<file path="src/rtl/rbs_pkg.sv">
// Purpose: shared constants and types of the receiver support block
// Assumes: 10 MHz clock, APB with 32-bit data
// Notes: register offsets are byte addresses
package rbs_pkg;
  // Register byte offsets
  localparam logic [7:0] OFS_RATE = 8'h00;
  localparam logic [7:0] OFS_CTRL = 8'h04;
  localparam logic [7:0] OFS_CORR = 8'h08;
  localparam logic [7:0] OFS_FEI = 8'h0c;
  localparam logic [7:0] OFS_CBW = 8'h10;
  localparam logic [7:0] OFS_RXBW = 8'h14;
  localparam logic [7:0] OFS_OFFS = 8'h18;
  localparam logic [7:0] OFS_FREQ = 8'h1c;
  localparam logic [7:0] OFS_TEMP = 8'h20;
  localparam logic [7:0] OFS_TOUT = 8'h24;
  // Field positions in the correction control register
  localparam int B_START = 0;
  localparam int B_FEI = 1;
  localparam int B_AUTO = 2;
  localparam int B_ACLR = 3;
  localparam int B_DONE = 4;
  localparam int B_LOWIX = 5;
  // Reset values
  localparam logic [15:0] RST_RATE = 16'h682b;
  localparam logic [7:0] RST_BW = 8'h55;
  localparam logic [23:0] RST_FREQ = 24'he4c000;
  // Operating mode codes from the sequencer
  localparam logic [2:0] MODE_STBY = 3'h1;
  localparam logic [2:0] MODE_FS = 3'h2;
  localparam logic [2:0] MODE_RX = 3'h4;
  // Timing: bits per timeout count, bits per frequency-error evaluation
  localparam logic [2:0] TOUT_BITS_SHIFT = 3'h3; // times 8 bit periods
  localparam logic [1:0] FEI_LAST_BIT = 2'h3; // four bit periods
  // Temperature conversion limit: 100 us, rounded down to cycles
  localparam int CLK_PERIOD_NS = 100;
  localparam int TEMP_LIMIT_NS = 100000;
  localparam logic [9:0] TEMP_CYCLES = 10'(TEMP_LIMIT_NS / CLK_PERIOD_NS - 1);
  // Low-index offset unit against the synthesizer step
  localparam int OFFSET_UNIT_HZ = 488;
  localparam int FREQ_STEP_HZ = 61;
  localparam int OFFSET_SHIFT = 3; // 488 / 61 = 8 steps per count
  // APB request bundle
  typedef struct packed {
    logic psel;
    logic penable;
    logic pwrite;
    logic [7:0] paddr;
    logic [31:0] pwdata;
  } rbs_apb_s;
  // Correction sequencer states
  typedef enum logic [3:0] {
    S_IDLE = 4'h1,
    S_CLEAR = 4'h2,
    S_MEAS = 4'h4,
    S_APPLY = 4'h8
  } rbs_afc_e;
endpackage : rbs_pkg

</file>
<file path="src/rtl/rbs_bitsync.sv">
// Purpose: bit synchronizer, recovers a data clock from the bit stream
// Assumes: dataIn comes from the demodulator on the same clock
// Notes: divisor below 3 gives no useful clock
`timescale 1ns/1ps
`default_nettype none
module rbs_bitsync (
  input wire logic clk, // System clock
  input wire logic rst, // Synchronous reset, high
  input wire logic [15:0] divisor, // Clocks per bit
  input wire logic enable, // Synchronizer on
  input wire logic dataIn, // Raw demodulated bit
  output logic dclk, // Recovered clock
  output logic dataOut, // Clean data
  output logic bitTick // One pulse per nominal bit
);
  logic [15:0] phase; // Position within the bit
  logic prevData; // Last raw bit
  wire edgeSeen = dataIn ^ prevData; // Level transition
  wire atWrap = (phase >= divisor - 16'h0001); // End of bit
  wire atMid = (phase == {1'b0, divisor[15:1]}); // Sample point

  // Phase counter: free runs at the nominal rate, so a long run of
  // equal bits keeps alignment; an edge only pulls the phase back
  always_ff @(posedge clk) begin
    if (rst) begin
      phase <= 16'h0000;
      prevData <= 1'b0;
      bitTick <= 1'b0;
    end else begin
      prevData <= dataIn;
      bitTick <= atWrap;
      if (enable && edgeSeen) begin
        phase <= 16'h0001;
      end else if (atWrap) begin
        phase <= 16'h0000;
      end else begin
        phase <= phase + 16'h0001;
      end
    end
  end

  // Output stage: data sampled mid-bit, clock rises with the sample
  always_ff @(posedge clk) begin
    if (rst) begin
      dclk <= 1'b0;
      dataOut <= 1'b0;
    end else if (!enable) begin
      dclk <= 1'b0;
      dataOut <= dataIn;
    end else if (atMid) begin
      dclk <= 1'b1;
      dataOut <= dataIn;
    end else if (atWrap) begin
      dclk <= 1'b0;
    end
  end

  chk_run_lock: assert property (@(posedge clk) disable iff (rst)
    enable && !edgeSeen && atWrap |=> phase == 16'h0000)
    else $error("phase lost alignment during a run");
endmodule : rbs_bitsync
`default_nettype wire

</file>
<file path="src/rtl/rbs_aux_top.sv">
// Purpose: bit sync, frequency error, correction, temperature, timeout
// Assumes: demodulator, sequencer and ADC signals share the clock
// Notes: APB slave answers with one wait-free access phase
//
// Local design decisions: the placing of the registers and the APB interface to the registers.
`timescale 1ns/1ps
`default_nettype none
module rbs_aux_top (
  input wire logic clk, // 10 MHz clock
  input wire logic rst, // Synchronous reset, high
  input wire rbs_pkg::rbs_apb_s apbIn, // APB request
  output logic [31:0] prdata, // APB read data
  output logic pready, // APB ready
  output logic pslverr, // APB error on unmapped address
  input wire logic [2:0] opMode, // Sequencer mode
  input wire logic packetMode, // Packet mode selected
  input wire logic demodData, // Demodulated bit
  input wire logic signed [15:0] freqErrSample, // Offset in steps
  input wire logic signalThreshFlag, // Signal level threshold
  input wire logic [7:0] tempAdcCode, // Sensor code, rises with heat
  input wire logic tempAdcValid, // Sensor conversion done
  output logic recoveredClockPin, // Recovered data clock
  output logic syncData, // Synchronized data
  output logic [7:0] channelBwSel, // Channel filter bandwidth
  output logic [2:0] dcCancelCutoffSel, // DC canceller cutoff
  output logic [23:0] carrierFreq, // Carrier frequency word
  output logic tempAdcEnable, // Converter on sensor
  output logic rxBlocksOff, // Receive blocks powered down
  output logic timeoutIrq, // Timeout pulse
  output logic receiverReadyIrq // Receiver ready pulse
);
  // Register contents
  logic [15:0] rateDivisor; // High and low divisor bytes
  logic syncOff; // Synchronizer off in continuous mode
  logic correctionStart; // Correction request
  logic feiStart; // Measure-only request
  logic autoCorrectionEnable; // Correct on each rx entry
  logic autoCorrectionClear; // Drop old correction first
  logic lowIndexEnable; // Add offset to correction, not to the stored result
  logic feiDone; // Last evaluation finished
  logic signed [15:0] freqErrorResult; // Last measured offset
  logic signed [15:0] freqCorrectionValue; // Correction in force
  logic [7:0] corrBw; // Bandwidth during correction
  logic [2:0] dcCancelCutoff; // Cutoff during correction
  logic [7:0] rxBw; // Normal bandwidth
  logic signed [7:0] lowIndexOffset; // Offset in 488 Hz counts
  logic tempRunning; // Temperature conversion active
  logic [7:0] tempResult; // Temperature reading
  logic [9:0] tempCnt; // Conversion time
  logic [7:0] startTimeoutCount; // Timeout before threshold
  logic [7:0] postThreshTimeoutCount; // Timeout after threshold

  // APB decode
  wire apbSetup = apbIn.psel & ~apbIn.penable; // Setup cycle
  wire apbAccess = apbIn.psel & apbIn.penable & pready; // Completing
  wire wrEn = apbAccess & apbIn.pwrite; // Write strobe
  wire [7:0] addr = apbIn.paddr; // Byte address
  wire [31:0] wd = apbIn.pwdata; // Write data
  wire selRate = (addr == rbs_pkg::OFS_RATE);
  wire selCtrl = (addr == rbs_pkg::OFS_CTRL);
  wire selCorr = (addr == rbs_pkg::OFS_CORR);
  wire selFei = (addr == rbs_pkg::OFS_FEI);
  wire selCbw = (addr == rbs_pkg::OFS_CBW);
  wire selRxbw = (addr == rbs_pkg::OFS_RXBW);
  wire selOffs = (addr == rbs_pkg::OFS_OFFS);
  wire selFreq = (addr == rbs_pkg::OFS_FREQ);
  wire selTemp = (addr == rbs_pkg::OFS_TEMP);
  wire selTout = (addr == rbs_pkg::OFS_TOUT);
  wire mapped = selRate | selCtrl | selCorr | selFei | selCbw | selRxbw
    | selOffs | selFreq | selTemp | selTout;
  wire [7:0] corrBits = {2'h0, lowIndexEnable, feiDone, autoCorrectionClear,
    autoCorrectionEnable, feiStart, correctionStart};
  wire [31:0] rdMux =
    selRate ? {16'h0000, rateDivisor} :
    selCtrl ? {31'h00000000, syncOff} :
    selCorr ? {24'h000000, corrBits} :
    selFei ? {freqCorrectionValue, freqErrorResult} :
    selCbw ? {21'h000000, dcCancelCutoff, corrBw} :
    selRxbw ? {24'h000000, rxBw} :
    selOffs ? {24'h000000, lowIndexOffset} :
    selFreq ? {8'h00, carrierFreq} :
    selTemp ? {16'h0000, tempResult, 6'h00, tempRunning, 1'b0} :
    selTout ? {16'h0000, postThreshTimeoutCount, startTimeoutCount} :
    32'h00000000;

  // Bus answer: data and error prepared in setup, ready in access
  always_ff @(posedge clk) begin
    if (rst) begin
      pready <= 1'b0;
      prdata <= 32'h00000000;
      pslverr <= 1'b0;
    end else begin
      pready <= apbSetup;
      prdata <= apbSetup ? rdMux : 32'h00000000;
      pslverr <= apbSetup & ~mapped;
    end
  end

  // Plain configuration registers
  always_ff @(posedge clk) begin
    if (rst) begin
      rateDivisor <= rbs_pkg::RST_RATE;
      syncOff <= 1'b0;
      corrBw <= rbs_pkg::RST_BW;
      dcCancelCutoff <= 3'h4;
      rxBw <= rbs_pkg::RST_BW;
      lowIndexOffset <= 8'h00;
      startTimeoutCount <= 8'h00;
      postThreshTimeoutCount <= 8'h00;
    end else if (wrEn) begin
      if (selRate) rateDivisor <= wd[15:0];
      if (selCtrl) syncOff <= wd[0];
      if (selCbw) corrBw <= wd[7:0];
      if (selCbw) dcCancelCutoff <= wd[10:8];
      if (selRxbw) rxBw <= wd[7:0];
      if (selOffs) lowIndexOffset <= wd[7:0];
      if (selTout) startTimeoutCount <= wd[7:0];
      if (selTout) postThreshTimeoutCount <= wd[15:8];
    end
  end

  // Bit synchronizer; packet mode overrides the off setting
  wire syncOn = packetMode | ~syncOff;
  logic bsClk; // Recovered clock
  logic bsData; // Clean data
  logic bitTick; // Nominal bit period mark
  rbs_bitsync u_bitsync (
    .clk(clk),
    .rst(rst),
    .divisor(rateDivisor),
    .enable(syncOn),
    .dataIn(demodData),
    .dclk(bsClk),
    .dataOut(bsData),
    .bitTick(bitTick)
  );

  // Pin stage for the recovered clock and data
  always_ff @(posedge clk) begin
    if (rst) begin
      recoveredClockPin <= 1'b0;
      syncData <= 1'b0;
    end else begin
      recoveredClockPin <= bsClk;
      syncData <= bsData;
    end
  end

  // Receive entry detection
  logic rxPrev; // Mode was receive
  wire rxMode = (opMode == rbs_pkg::MODE_RX);
  wire rxRise = rxMode & ~rxPrev;

  // Correction sequencer
  rbs_pkg::rbs_afc_e afcState;
  rbs_pkg::rbs_afc_e next_afcState;
  logic doCorrect; // Current run corrects, not just measures
  logic [1:0] measBits; // Bit periods measured
  logic signed [17:0] errSum; // Sum of four samples
  wire autoTrig = rxRise & autoCorrectionEnable;
  wire manTrig = correctionStart & ~autoCorrectionEnable;
  wire anyTrig = autoTrig | manTrig | feiStart;
  wire measEnd = bitTick & (measBits == rbs_pkg::FEI_LAST_BIT);
  wire signed [15:0] feiNow = errSum[17:2]; // Mean in steps
  wire signed [15:0] offsSteps =
    16'(lowIndexOffset) <<< rbs_pkg::OFFSET_SHIFT;
  wire signed [15:0] corrNow = lowIndexEnable ? feiNow + offsSteps : feiNow;
  wire [23:0] corrExt = {{8{corrNow[15]}}, corrNow};
  wire [23:0] prevExt = {{8{freqCorrectionValue[15]}}, freqCorrectionValue};

  // Next state of the correction sequencer
  always_comb begin
    next_afcState = afcState;
    unique case (afcState)
      rbs_pkg::S_IDLE: begin
        if (autoTrig && autoCorrectionClear) begin
          next_afcState = rbs_pkg::S_CLEAR;
        end else if (anyTrig) begin
          next_afcState = rbs_pkg::S_MEAS;
        end
      end
      rbs_pkg::S_CLEAR: next_afcState = rbs_pkg::S_MEAS;
      rbs_pkg::S_MEAS: if (measEnd) next_afcState = rbs_pkg::S_APPLY;
      rbs_pkg::S_APPLY: next_afcState = rbs_pkg::S_IDLE;
      default: next_afcState = rbs_pkg::S_IDLE;
    endcase
  end

  // Measurement accumulation over four bit periods
  always_ff @(posedge clk) begin
    if (rst) begin
      afcState <= rbs_pkg::S_IDLE;
      measBits <= 2'h0;
      errSum <= 18'sh0;
      doCorrect <= 1'b0;
      rxPrev <= 1'b0;
    end else begin
      afcState <= next_afcState;
      rxPrev <= rxMode;
      if (afcState == rbs_pkg::S_IDLE) begin
        measBits <= 2'h0;
        errSum <= 18'sh0;
        doCorrect <= autoTrig | manTrig;
      end else if (afcState == rbs_pkg::S_MEAS && bitTick) begin
        measBits <= measBits + 2'h1;
        errSum <= errSum + 18'(freqErrSample);
      end
    end
  end

  // Correction control bits, result and carrier word
  always_ff @(posedge clk) begin
    if (rst) begin
      correctionStart <= 1'b0;
      feiStart <= 1'b0;
      autoCorrectionEnable <= 1'b0;
      autoCorrectionClear <= 1'b0;
      lowIndexEnable <= 1'b0;
      feiDone <= 1'b0;
      freqErrorResult <= 16'sh0;
      freqCorrectionValue <= 16'sh0;
      carrierFreq <= rbs_pkg::RST_FREQ;
    end else begin
      if (anyTrig && afcState == rbs_pkg::S_IDLE) feiDone <= 1'b0;
      if (afcState == rbs_pkg::S_CLEAR) begin
        carrierFreq <= carrierFreq + prevExt;
        freqCorrectionValue <= 16'sh0;
      end
      if (afcState == rbs_pkg::S_APPLY) begin
        freqErrorResult <= feiNow;
        feiDone <= 1'b1;
        feiStart <= 1'b0;
        correctionStart <= 1'b0;
        if (doCorrect) begin
          carrierFreq <= carrierFreq - corrExt;
          freqCorrectionValue <= freqCorrectionValue + corrNow;
        end
      end
      // Software write comes last so a request written in the S_APPLY cycle is not lost
      if (wrEn && selCorr) begin
        correctionStart <= correctionStart | wd[rbs_pkg::B_START];
        feiStart <= feiStart | wd[rbs_pkg::B_FEI];
        autoCorrectionEnable <= wd[rbs_pkg::B_AUTO];
        autoCorrectionClear <= wd[rbs_pkg::B_ACLR];
        lowIndexEnable <= wd[rbs_pkg::B_LOWIX];
      end
      if (wrEn && selFreq) carrierFreq <= wd[23:0];
    end
  end

  // Filter selection: wider bandwidth while correcting
  always_ff @(posedge clk) begin
    if (rst) begin
      channelBwSel <= rbs_pkg::RST_BW;
      dcCancelCutoffSel <= 3'h4;
    end else if (afcState != rbs_pkg::S_IDLE && doCorrect) begin
      channelBwSel <= corrBw;
      dcCancelCutoffSel <= dcCancelCutoff;
    end else begin
      channelBwSel <= rxBw;
      dcCancelCutoffSel <= 3'h4;
    end
  end

  // Temperature conversion; the time limit guards a missing done
  wire modeOk = (opMode == rbs_pkg::MODE_STBY) | (opMode == rbs_pkg::MODE_FS);
  wire tempReq = wrEn & selTemp & wd[0];
  wire tempEnd = tempAdcValid | (tempCnt == rbs_pkg::TEMP_CYCLES);
  always_ff @(posedge clk) begin
    if (rst) begin
      tempRunning <= 1'b0;
      tempCnt <= 10'h000;
      tempResult <= 8'h00;
    end else if (tempRunning) begin
      tempCnt <= tempCnt + 10'h001;
      if (tempEnd) begin
        tempRunning <= 1'b0;
        tempResult <= ~tempAdcCode;
      end
    end else if (tempReq && modeOk) begin
      tempRunning <= 1'b1;
      tempCnt <= 10'h000;
    end
  end
  assign tempAdcEnable = tempRunning;
  assign rxBlocksOff = tempRunning;

  // Receive timeout and ready events
  logic threshSeen; // Threshold flag has risen
  logic threshPrev; // Flag last cycle
  logic toFired; // One timeout per reception unless the threshold rises in the start timeout cycle
  logic readyPending; // Ready waits for auto correction
  logic [10:0] toBits; // Bit periods in this phase
  wire [10:0] startLimit = {startTimeoutCount, 3'h0};
  wire [10:0] postLimit = {postThreshTimeoutCount, 3'h0};
  wire [10:0] toLimit = threshSeen ? postLimit : startLimit;
  wire toHit = rxMode & ~toFired & (toLimit != 11'h000) & (toBits == toLimit);
  always_ff @(posedge clk) begin
    if (rst) begin
      threshSeen <= 1'b0;
      threshPrev <= 1'b0;
      toFired <= 1'b0;
      toBits <= 11'h000;
      timeoutIrq <= 1'b0;
    end else begin
      threshPrev <= signalThreshFlag;
      timeoutIrq <= toHit;
      if (!rxMode) begin
        threshSeen <= 1'b0;
        toFired <= 1'b0;
        toBits <= 11'h000;
      end else if (signalThreshFlag && !threshPrev && !threshSeen) begin
        threshSeen <= 1'b1;
        toBits <= 11'h000;
      end else if (toHit) begin
        toFired <= 1'b1;
      end else if (bitTick && !toFired) begin
        toBits <= toBits + 11'h001;
      end
    end
  end

  // Ready pulse at rx entry, or after the automatic correction
  always_ff @(posedge clk) begin
    if (rst) begin
      readyPending <= 1'b0;
      receiverReadyIrq <= 1'b0;
    end else begin
      receiverReadyIrq <= 1'b0;
      if (rxRise && !autoCorrectionEnable) begin
        receiverReadyIrq <= 1'b1;
      end else if (rxRise) begin
        readyPending <= 1'b1;
      end else if (readyPending && afcState == rbs_pkg::S_APPLY) begin
        readyPending <= 1'b0;
        receiverReadyIrq <= 1'b1;
      end
    end
  end

  chk_sync_off: assert property (@(posedge clk) disable iff (rst)
    !syncOn [*3] |-> !recoveredClockPin)
    else $error("recovered clock runs while synchronizer is off");
  chk_packet_sync: assert property (@(posedge clk) disable iff (rst)
    packetMode [*3] |-> !$past(u_bitsync.enable, 1) == 1'b0)
    else $error("packet mode left synchronizer off");
  chk_fei_four: assert property (@(posedge clk) disable iff (rst)
    afcState == rbs_pkg::S_APPLY |-> $past(measBits) == rbs_pkg::FEI_LAST_BIT)
    else $error("evaluation did not span four bit periods");
  chk_fei_store: assert property (@(posedge clk) disable iff (rst)
    afcState == rbs_pkg::S_APPLY |=> freqErrorResult == $past(feiNow) && feiDone)
    else $error("result not stored");
  chk_carrier_sub: assert property (@(posedge clk) disable iff (rst)
    afcState == rbs_pkg::S_APPLY && doCorrect && !(wrEn && selFreq)
      |=> carrierFreq == $past(carrierFreq) - $past(corrExt))
    else $error("correction not subtracted from carrier");
  chk_start_clear: assert property (@(posedge clk) disable iff (rst)
    afcState == rbs_pkg::S_APPLY && !(wrEn && selCorr) |=> !correctionStart)
    else $error("start bit did not self-clear");
  chk_corr_bw: assert property (@(posedge clk) disable iff (rst)
    afcState == rbs_pkg::S_MEAS && doCorrect |=> channelBwSel == corrBw)
    else $error("correction bandwidth not selected");
  chk_temp_mode: assert property (@(posedge clk) disable iff (rst)
    $rose(tempRunning) |-> $past(modeOk))
    else $error("temperature started outside standby or synthesizer");
  chk_temp_time: assert property (@(posedge clk) disable iff (rst)
    tempRunning |-> tempCnt <= rbs_pkg::TEMP_CYCLES)
    else $error("temperature conversion overran");
  chk_timeout_cause: assert property (@(posedge clk) disable iff (rst)
    timeoutIrq |-> $past(rxMode) && $past(toBits) == $past(toLimit))
    else $error("timeout without elapsed count");
endmodule : rbs_aux_top
`default_nettype wire

</file>
<file path="config.mk">
export PLATFORM = sky130hd
export DESIGN_NAME = rbs_aux_top
export DESIGN_NICKNAME = d
export VERILOG_FILES = /design/src/rtl/rbs_pkg.sv /design/src/rtl/rbs_bitsync.sv /design/src/rtl/rbs_aux_top.sv
export SDC_FILE = /design/constraint.sdc
export NUM_CORES = 1
export LEC_CHECK = 0
export BUFFER_PORTS_ARGS = -buffer_cell sky130_fd_sc_hd__buf_4
export CORE_ASPECT_RATIO = 0.5
export CORE_MARGIN = 5
export CORE_UTILIZATION = 45
export DETAILED_ROUTE_END_ITERATION = 6
export PLACE_DENSITY_LB_ADDON = 0.12
export SYNTH_ARGS = -nofsm -noshare
export SYNTH_HDL_FRONTEND = slang
export SYNTH_SLANG_ARGS = --single-unit
</file>
<file path="constraint.sdc">
create_clock -name clk -period 4.4 [get_ports clk]
set_clock_uncertainty 0.15 [all_clocks]
set_input_delay 0.44 -clock clk [delete_from_list [all_inputs] [get_ports clk]]
set_output_delay 0.44 -clock clk [all_outputs]
set_load 0.02 [all_outputs]
</file>
After elaboration in Yosys (flattened, before gate mapping)
Cells that the tools add are included.
W data, S select, Z words.

storage, ports and cells
  flip-flop bits (word level) = 251
  input port bits = 76
  output and inout bits = 75
  logic and storage cells = 214

operators by class
  $add $sub $neg = 10
  order comparisons = 1
  eq/ne operators = 24
  mux-type cells = 45
  bitwise gates (word level) = 45
  reductions and logical operators = 43

operators with widths
  cell                     number
  $mux W24                 8
  $mux W16                 9
  $eq A8 B5 Y1 const B     4
  $mux W32                 1
  $add A24 B24 Y24         1
  $sub A24 B24 Y24         1
  $reduce_and A2 Y1        11
  $mux W10                 2
  $mux W1                  19
  $add A18 B16 Y18         1
  $add A16 B1 Y16 const B  1
  $add A16 B11 Y16         1
  $add A16 B16 Y16         1
  $eq A16 B15 Y1           1
  $eq A8 B4 Y1 const B     2
  $eq A8 B6 Y1 const B     2
  $ge A16 B16 Y1           1
  $or A1 B1 Y1             16
  $sub A16 B1 Y16 const B  1
  $and A1 B1 Y1            14
  $logic_and A1 B1 Y1      13
  $not A1 Y1               13
  $mux W4                  3
  $pmux W4 S3              1
  28 further kinds         41

Longest topological paths before layout
  word-level depth = 12
  mapped depth = 20
  depth with buffers taken out = 19

Hierarchy
Synthesis repeated with hierarchy kept, for this count alone.

second synthesis, totals
  cells, all modules = 1916
  area total of the unflattened synthesis = 15329.7 um^2

modules (own cells, without submodules)
  module       instances  cells an instance  area an instance (um^2)  sequential area each (um^2)
  rbs_aux_top  1          1729               13711.9                  4624.4
  rbs_bitsync  1          187                1617.8                   400.4

Worst setup path before layout
Ideal clock, no wire load.

  path kind = flip-flop to flip-flop
  start point = reg errSum[5]
  end point = reg carrierFreq[18]
  setup time = 63 ps
  arrival = 4235 ps
  data required time = 4187 ps
  slack = -48 ps
  stages on the path, launching flop included = 19
  buffers on the path = 0
  clock period less this slack = 4448 ps
  cells stage by stage = dfxtp_1 ha_1 fa_1 a211oi_2 o21ai_2 o31ai_1 o21ai_0 a211oi_1 nor3_1 mux2_2 inv_1 ha_1 and2_1 a22o_1 a311oi_4 or4b_4 o21ai_2 mux2_1 nand3_1

between the ends
  longest elaborated chain between the ends = 6

ends and longest elaborated chain
  item                      RTL line            text
  start: declaration        rbs_aux_top.sv:159  logic signed [17:0] errSum;
  start signal: assignment  rbs_aux_top.sv:206  errSum <= errSum + 18'(freqErrSample);
  $add A16 B11 Y16          rbs_aux_top.sv:167  wire signed [15:0] corrNow = lowIndexEnable ? feiNow + offsSteps : feiNow;
  $mux W16 (*)              rbs_aux_top.sv:167
  $sub A24 B24 Y24 (*)      rbs_aux_top.sv:235  carrierFreq <= carrierFreq - corrExt;
  $mux W24 (*)              rbs_aux_top.sv:234  if (doCorrect) begin
  $mux W24 (*)              rbs_aux_top.sv:229  if (afcState == rbs_pkg::S_APPLY) begin
  $mux W24 (*)              rbs_aux_top.sv:247  if (wrEn && selFreq) carrierFreq <= wd[23:0];
  end signal: assignment    rbs_aux_top.sv:226  carrierFreq <= carrierFreq + prevExt;
  end signal: assignment    rbs_aux_top.sv:235
  end signal: assignment    rbs_aux_top.sv:247
  end: declaration          rbs_aux_top.sv:26   output logic [23:0] carrierFreq,

Every way passes the cells marked *; elsewhere a longest branch is shown, timed or not.
A chain may end at the register's enable or synchronous reset.

Worst setup path after layout
Same ends and word-level chain as after synthesis.

==> results.sh <==
export IMPL_power_density_nw_per_um2=261.1
export IMPL_ys_async_sr_fraction_pct=0
export IMPL_ant_nets=0
export IMPL_core_area_um2=33110
export IMPL_holdPathStages=3
export IMPL_finalWorstSetupSlack_ps=95.84
export IMPL_maxCapViolCount=0
export IMPL_clk_insertion_delay_late_ps=560
export IMPL_drc_errors=0
export IMPL_place_inst=2452
export IMPL_regArea_um2=5035
export IMPL_cp_start_kind="flop"
export IMPL_fmax_mhz=232.3
export IMPL_netlist_instances=1893
export IMPL_syn_num_nets=2078
export IMPL_rsz0062_at_grt="true"
export IMPL_final_max_slew_violation_count=0
export IMPL_synth_cell_types=77
export IMPL_drive_above_1_share_pct=15.55
export IMPL_worstPathMaxFanout=3
export IMPL_grt_ovfl_total=0
export IMPL_met2_wirelength_mm=21.14
export IMPL_grt_first_pass_wirelength_mm=75.93
export IMPL_arrival_ps=4650
export IMPL_initial_core_util_pct=45.63
export IMPL_wire_per_inst_um=19.63
export IMPL_setup_viol=0
export IMPL_irDropWorstVdd_mv=0.2143
export IMPL_cts_tree="built"
export IMPL_worst_path_buf_inv=1
export IMPL_cp_slowest_cell="or4b_4"
export IMPL_period_share_pct=97.82
export IMPL_syn2layout_area_growth_pct=20.24
export IMPL_synth_ff_type="dfxtp_1"
export IMPL_crit_type="flop to flop"
export IMPL_max_stage_delay_ps=510
export IMPL_cts_buffer_depth=3
export IMPL_diodes=0
export IMPL_grt_usage_pct=25.00
export IMPL_rr_startpoint="errSum[5]$_SDFFE_PP0P_"
export IMPL_grt_pass1_vias=13151
export IMPL_drt_wl_total_mm=49.56
export IMPL_min_path_type="primary input to flop"
export IMPL_antenna_found_initial=0
export IMPL_worst_pin_slew_ps=1064
export IMPL_finalNetCount=2250
export IMPL_wl_met1_mm=23.15
export IMPL_hpwlAfterDp_mm=37.50
export IMPL_vias_per_cell=5.723
export IMPL_die_width_um=269.1
export IMPL_highest_signal_layer="met4"
export IMPL_fin_cells=2524
export IMPL_cts_root_buf="clkbuf_16"
export IMPL_r2r_end="carrierFreq[18]$_SDFF_PP1_"
export IMPL_cts_inserted_buffers=26
export IMPL_avgSynthCellArea_um2=7.980
export IMPL_vias=14445
export IMPL_die_y_um=139.6
export IMPL_first_pass_iters=6
export IMPL_synth_seq_cells=251
export IMPL_io_pins=151
export IMPL_drt_iter0_drc=1461
export IMPL_multi_input_area_um2=9702
export IMPL_die_area_um2=37550
export IMPL_min_delay_start="apbIn[21]"
export IMPL_nFillCells=3151
export IMPL_min_to="carrierFreq[21]$_SDFF_PP1_"
export IMPL_layout_common_cells="nand2_1 (306), dfxtp_1 (247), buf_4 (216)"
export IMPL_status="complete, no violations"
export IMPL_cts_max_level=1
export IMPL_port_buffers=142
export IMPL_cts_sinks=251
export IMPL_place_gp_congestion=0.9435
export IMPL_p_leak_uw=0.007320
export IMPL_synth_edf_count=0
export IMPL_worst_setup_path_end_kind="flop"
export IMPL_clkTransAtPathRegs_ps=60
export IMPL_setup_tns_final_ps=0
export IMPL_slew_headroom_pct=28.87
export IMPL_grt_start_max_net_pins=91
export IMPL_r2r_setup_slack_ps=100
export IMPL_crit_required_ps=4750
export IMPL_path_cells="ha_4 -> fa_2 -> a211oi_2 -> o21ai_2 -> o31ai_2 -> o21ai_1 -> a211oi_1 -> nor3_1 -> mux2_4 -> inv_1 -> ha_1 -> and2_4 -> a22o_1 -> a311oi_4 -> or4b_4 -> o21ai_2 -> mux2_4 -> nand3_1"
export IMPL_layout_commonest_cell="nand2_1"
export IMPL_reg2regPathDepth=18
export IMPL_syn_area_um2=15110
export IMPL_fin_crit_ps=4304
export IMPL_hold_viol_final=0
export IMPL_pre_cts_ws_ps=-133.7
export IMPL_ys_seq_area_share_pct=33.26
export IMPL_path_delay_family="compound AO/OA/AOI/OAI gates"
export IMPL_yosysWarnings=0
export IMPL_wl_met3_mm=4.210
export IMPL_row_count=47
export IMPL_p_total_uw=4742
layer usage:
metal / vias up / GRT usage, %
met1: 6792 / 36.46
met3: 66 / 5.882
met2: 474 / 37.86
met4: 0 / 5.304
met5: - / 0
li1: 7113 / -
metrics by stage:
stage / hold WS [ps] / util (%) / area (µm²)
final: 17.63 / 54.86 / 18160
after global routing: 22.47 / 54.86 / 18160
after CTS: 0.08293 / 54.45 / 18030
after detailed placement: 299.1 / 51.14 / 16930
after global placement: 295.6 / 51.14 / 16930
after floorplan: 279.0 / - / 15110
synthesized netlist by cell type, types with 19 or more instances:
master	count	area, µm²
or3_1	23	143.9
nand2_1	306	1149
xnor2_1	69	604.3
mux2i_1	19	190.2
o21ai_0	50	250.2
ha_1	104	1301
nor3_1	53	265.3
a211oi_1	30	225.2
nor2_1	140	525.5
nand3b_1	26	195.2
nand2b_1	21	131.4
dfxtp_1	251	5025
o211ai_1	21	157.7
a22oi_1	20	150.1
xor2_1	58	508.0
inv_1	46	172.7
and3_1	32	200.2
nand3_1	65	325.3
nor2b_1	20	125.1
a21o_1	36	270.3
a21oi_1	187	935.9
clkbuf_1	82	307.8
cell type report:
class	instances	share of cell area, %
multi-input cells	1503	53.41
flip-flops and latches	251	27.72
repair buffers	237	10.15
clock buffers	39	4.292
well taps	441	3.038
inverters	46	0.9506
clock inverters	7	0.4409
tightest hold or removal path, delay by kind of cell:
kind	cells	cell delay, ps
AOI/OAI and AO/OA	1	120
buffers and inverters	1	90
and+or+nand+nor	1	50
cell families (layout without fill, tap and decap cells):
kind of cell             count (synthesis)  count (layout)  synth area share [%]
flip-flops                             251             251                 33.26
AND/OR/NAND/NOR                        763             763                 24.01
buffers and inverters                  139             329                 3.512
adder cells (fa/ha/maj)                109             109                 9.277
multiplexers                            33              33                 2.303
XOR/XNOR                               127             127                 7.364
AO/OA/AOI/OAI                          471             471                 20.27
registers in the layout, summed over array words and instances, names as in the netlist, 2 cells and up:
name                    flops
afcState                    4
carrierFreq                24
channelBwSel                8
corrBw                      8
dcCancelCutoff              3
dcCancelCutoffSel           3
errSum                     18
freqCorrectionValue        16
freqErrorResult            16
lowIndexOffset              8
measBits                    2
postThreshTimeoutCount      8
prdata                     32
rateDivisor                16
rxBw                        8
startTimeoutCount           8
tempCnt                    10
tempResult                  8
toBits                     11
u_bitsync.phase            16
how the worst max path moves through the flow:
stage / from / to / slack [ps] / depth (start not counted)
after global placement: lowIndexOffset[0]$_SDFFE_PP0P_ / carrierFreq[18]$_SDFF_PP1_ / -80 / 18
after CTS: errSum[5]$_SDFFE_PP0P_ / carrierFreq[18]$_SDFF_PP1_ / 6 / 18
after detailed placement: lowIndexOffset[0]$_SDFFE_PP0P_ / carrierFreq[18]$_SDFF_PP1_ / -130 / 18
after floorplan: errSum[6]$_SDFFE_PP0P_ / carrierFreq[19]$_SDFF_PP0_ / 7 / 20
after global routing: errSum[5]$_SDFFE_PP0P_ / carrierFreq[19]$_SDFF_PP0_ / -60 / 20
final: errSum[5]$_SDFFE_PP0P_ / carrierFreq[18]$_SDFF_PP1_ / 100 / 18
where the power goes:
part	total [µW]	switching, µW	leakage (µW)	internal (µW)
Sequential	2280	7.00	0.00203	2280
Combinational	199	112	0.00488	86.9
Clock	2260	978	0.000417	1280
Total	4740	1100	0.00732	3640
repair_timing:
item                                   CTS  global route
pin swaps                               10            24
hold buffers                            19             0
setup endpoints to repair                9            11
gates resized for setup                 11            25
endpoints found under the hold margin   25             0
buffers inserted                         2             5
(Power assumes the default switching activity.)
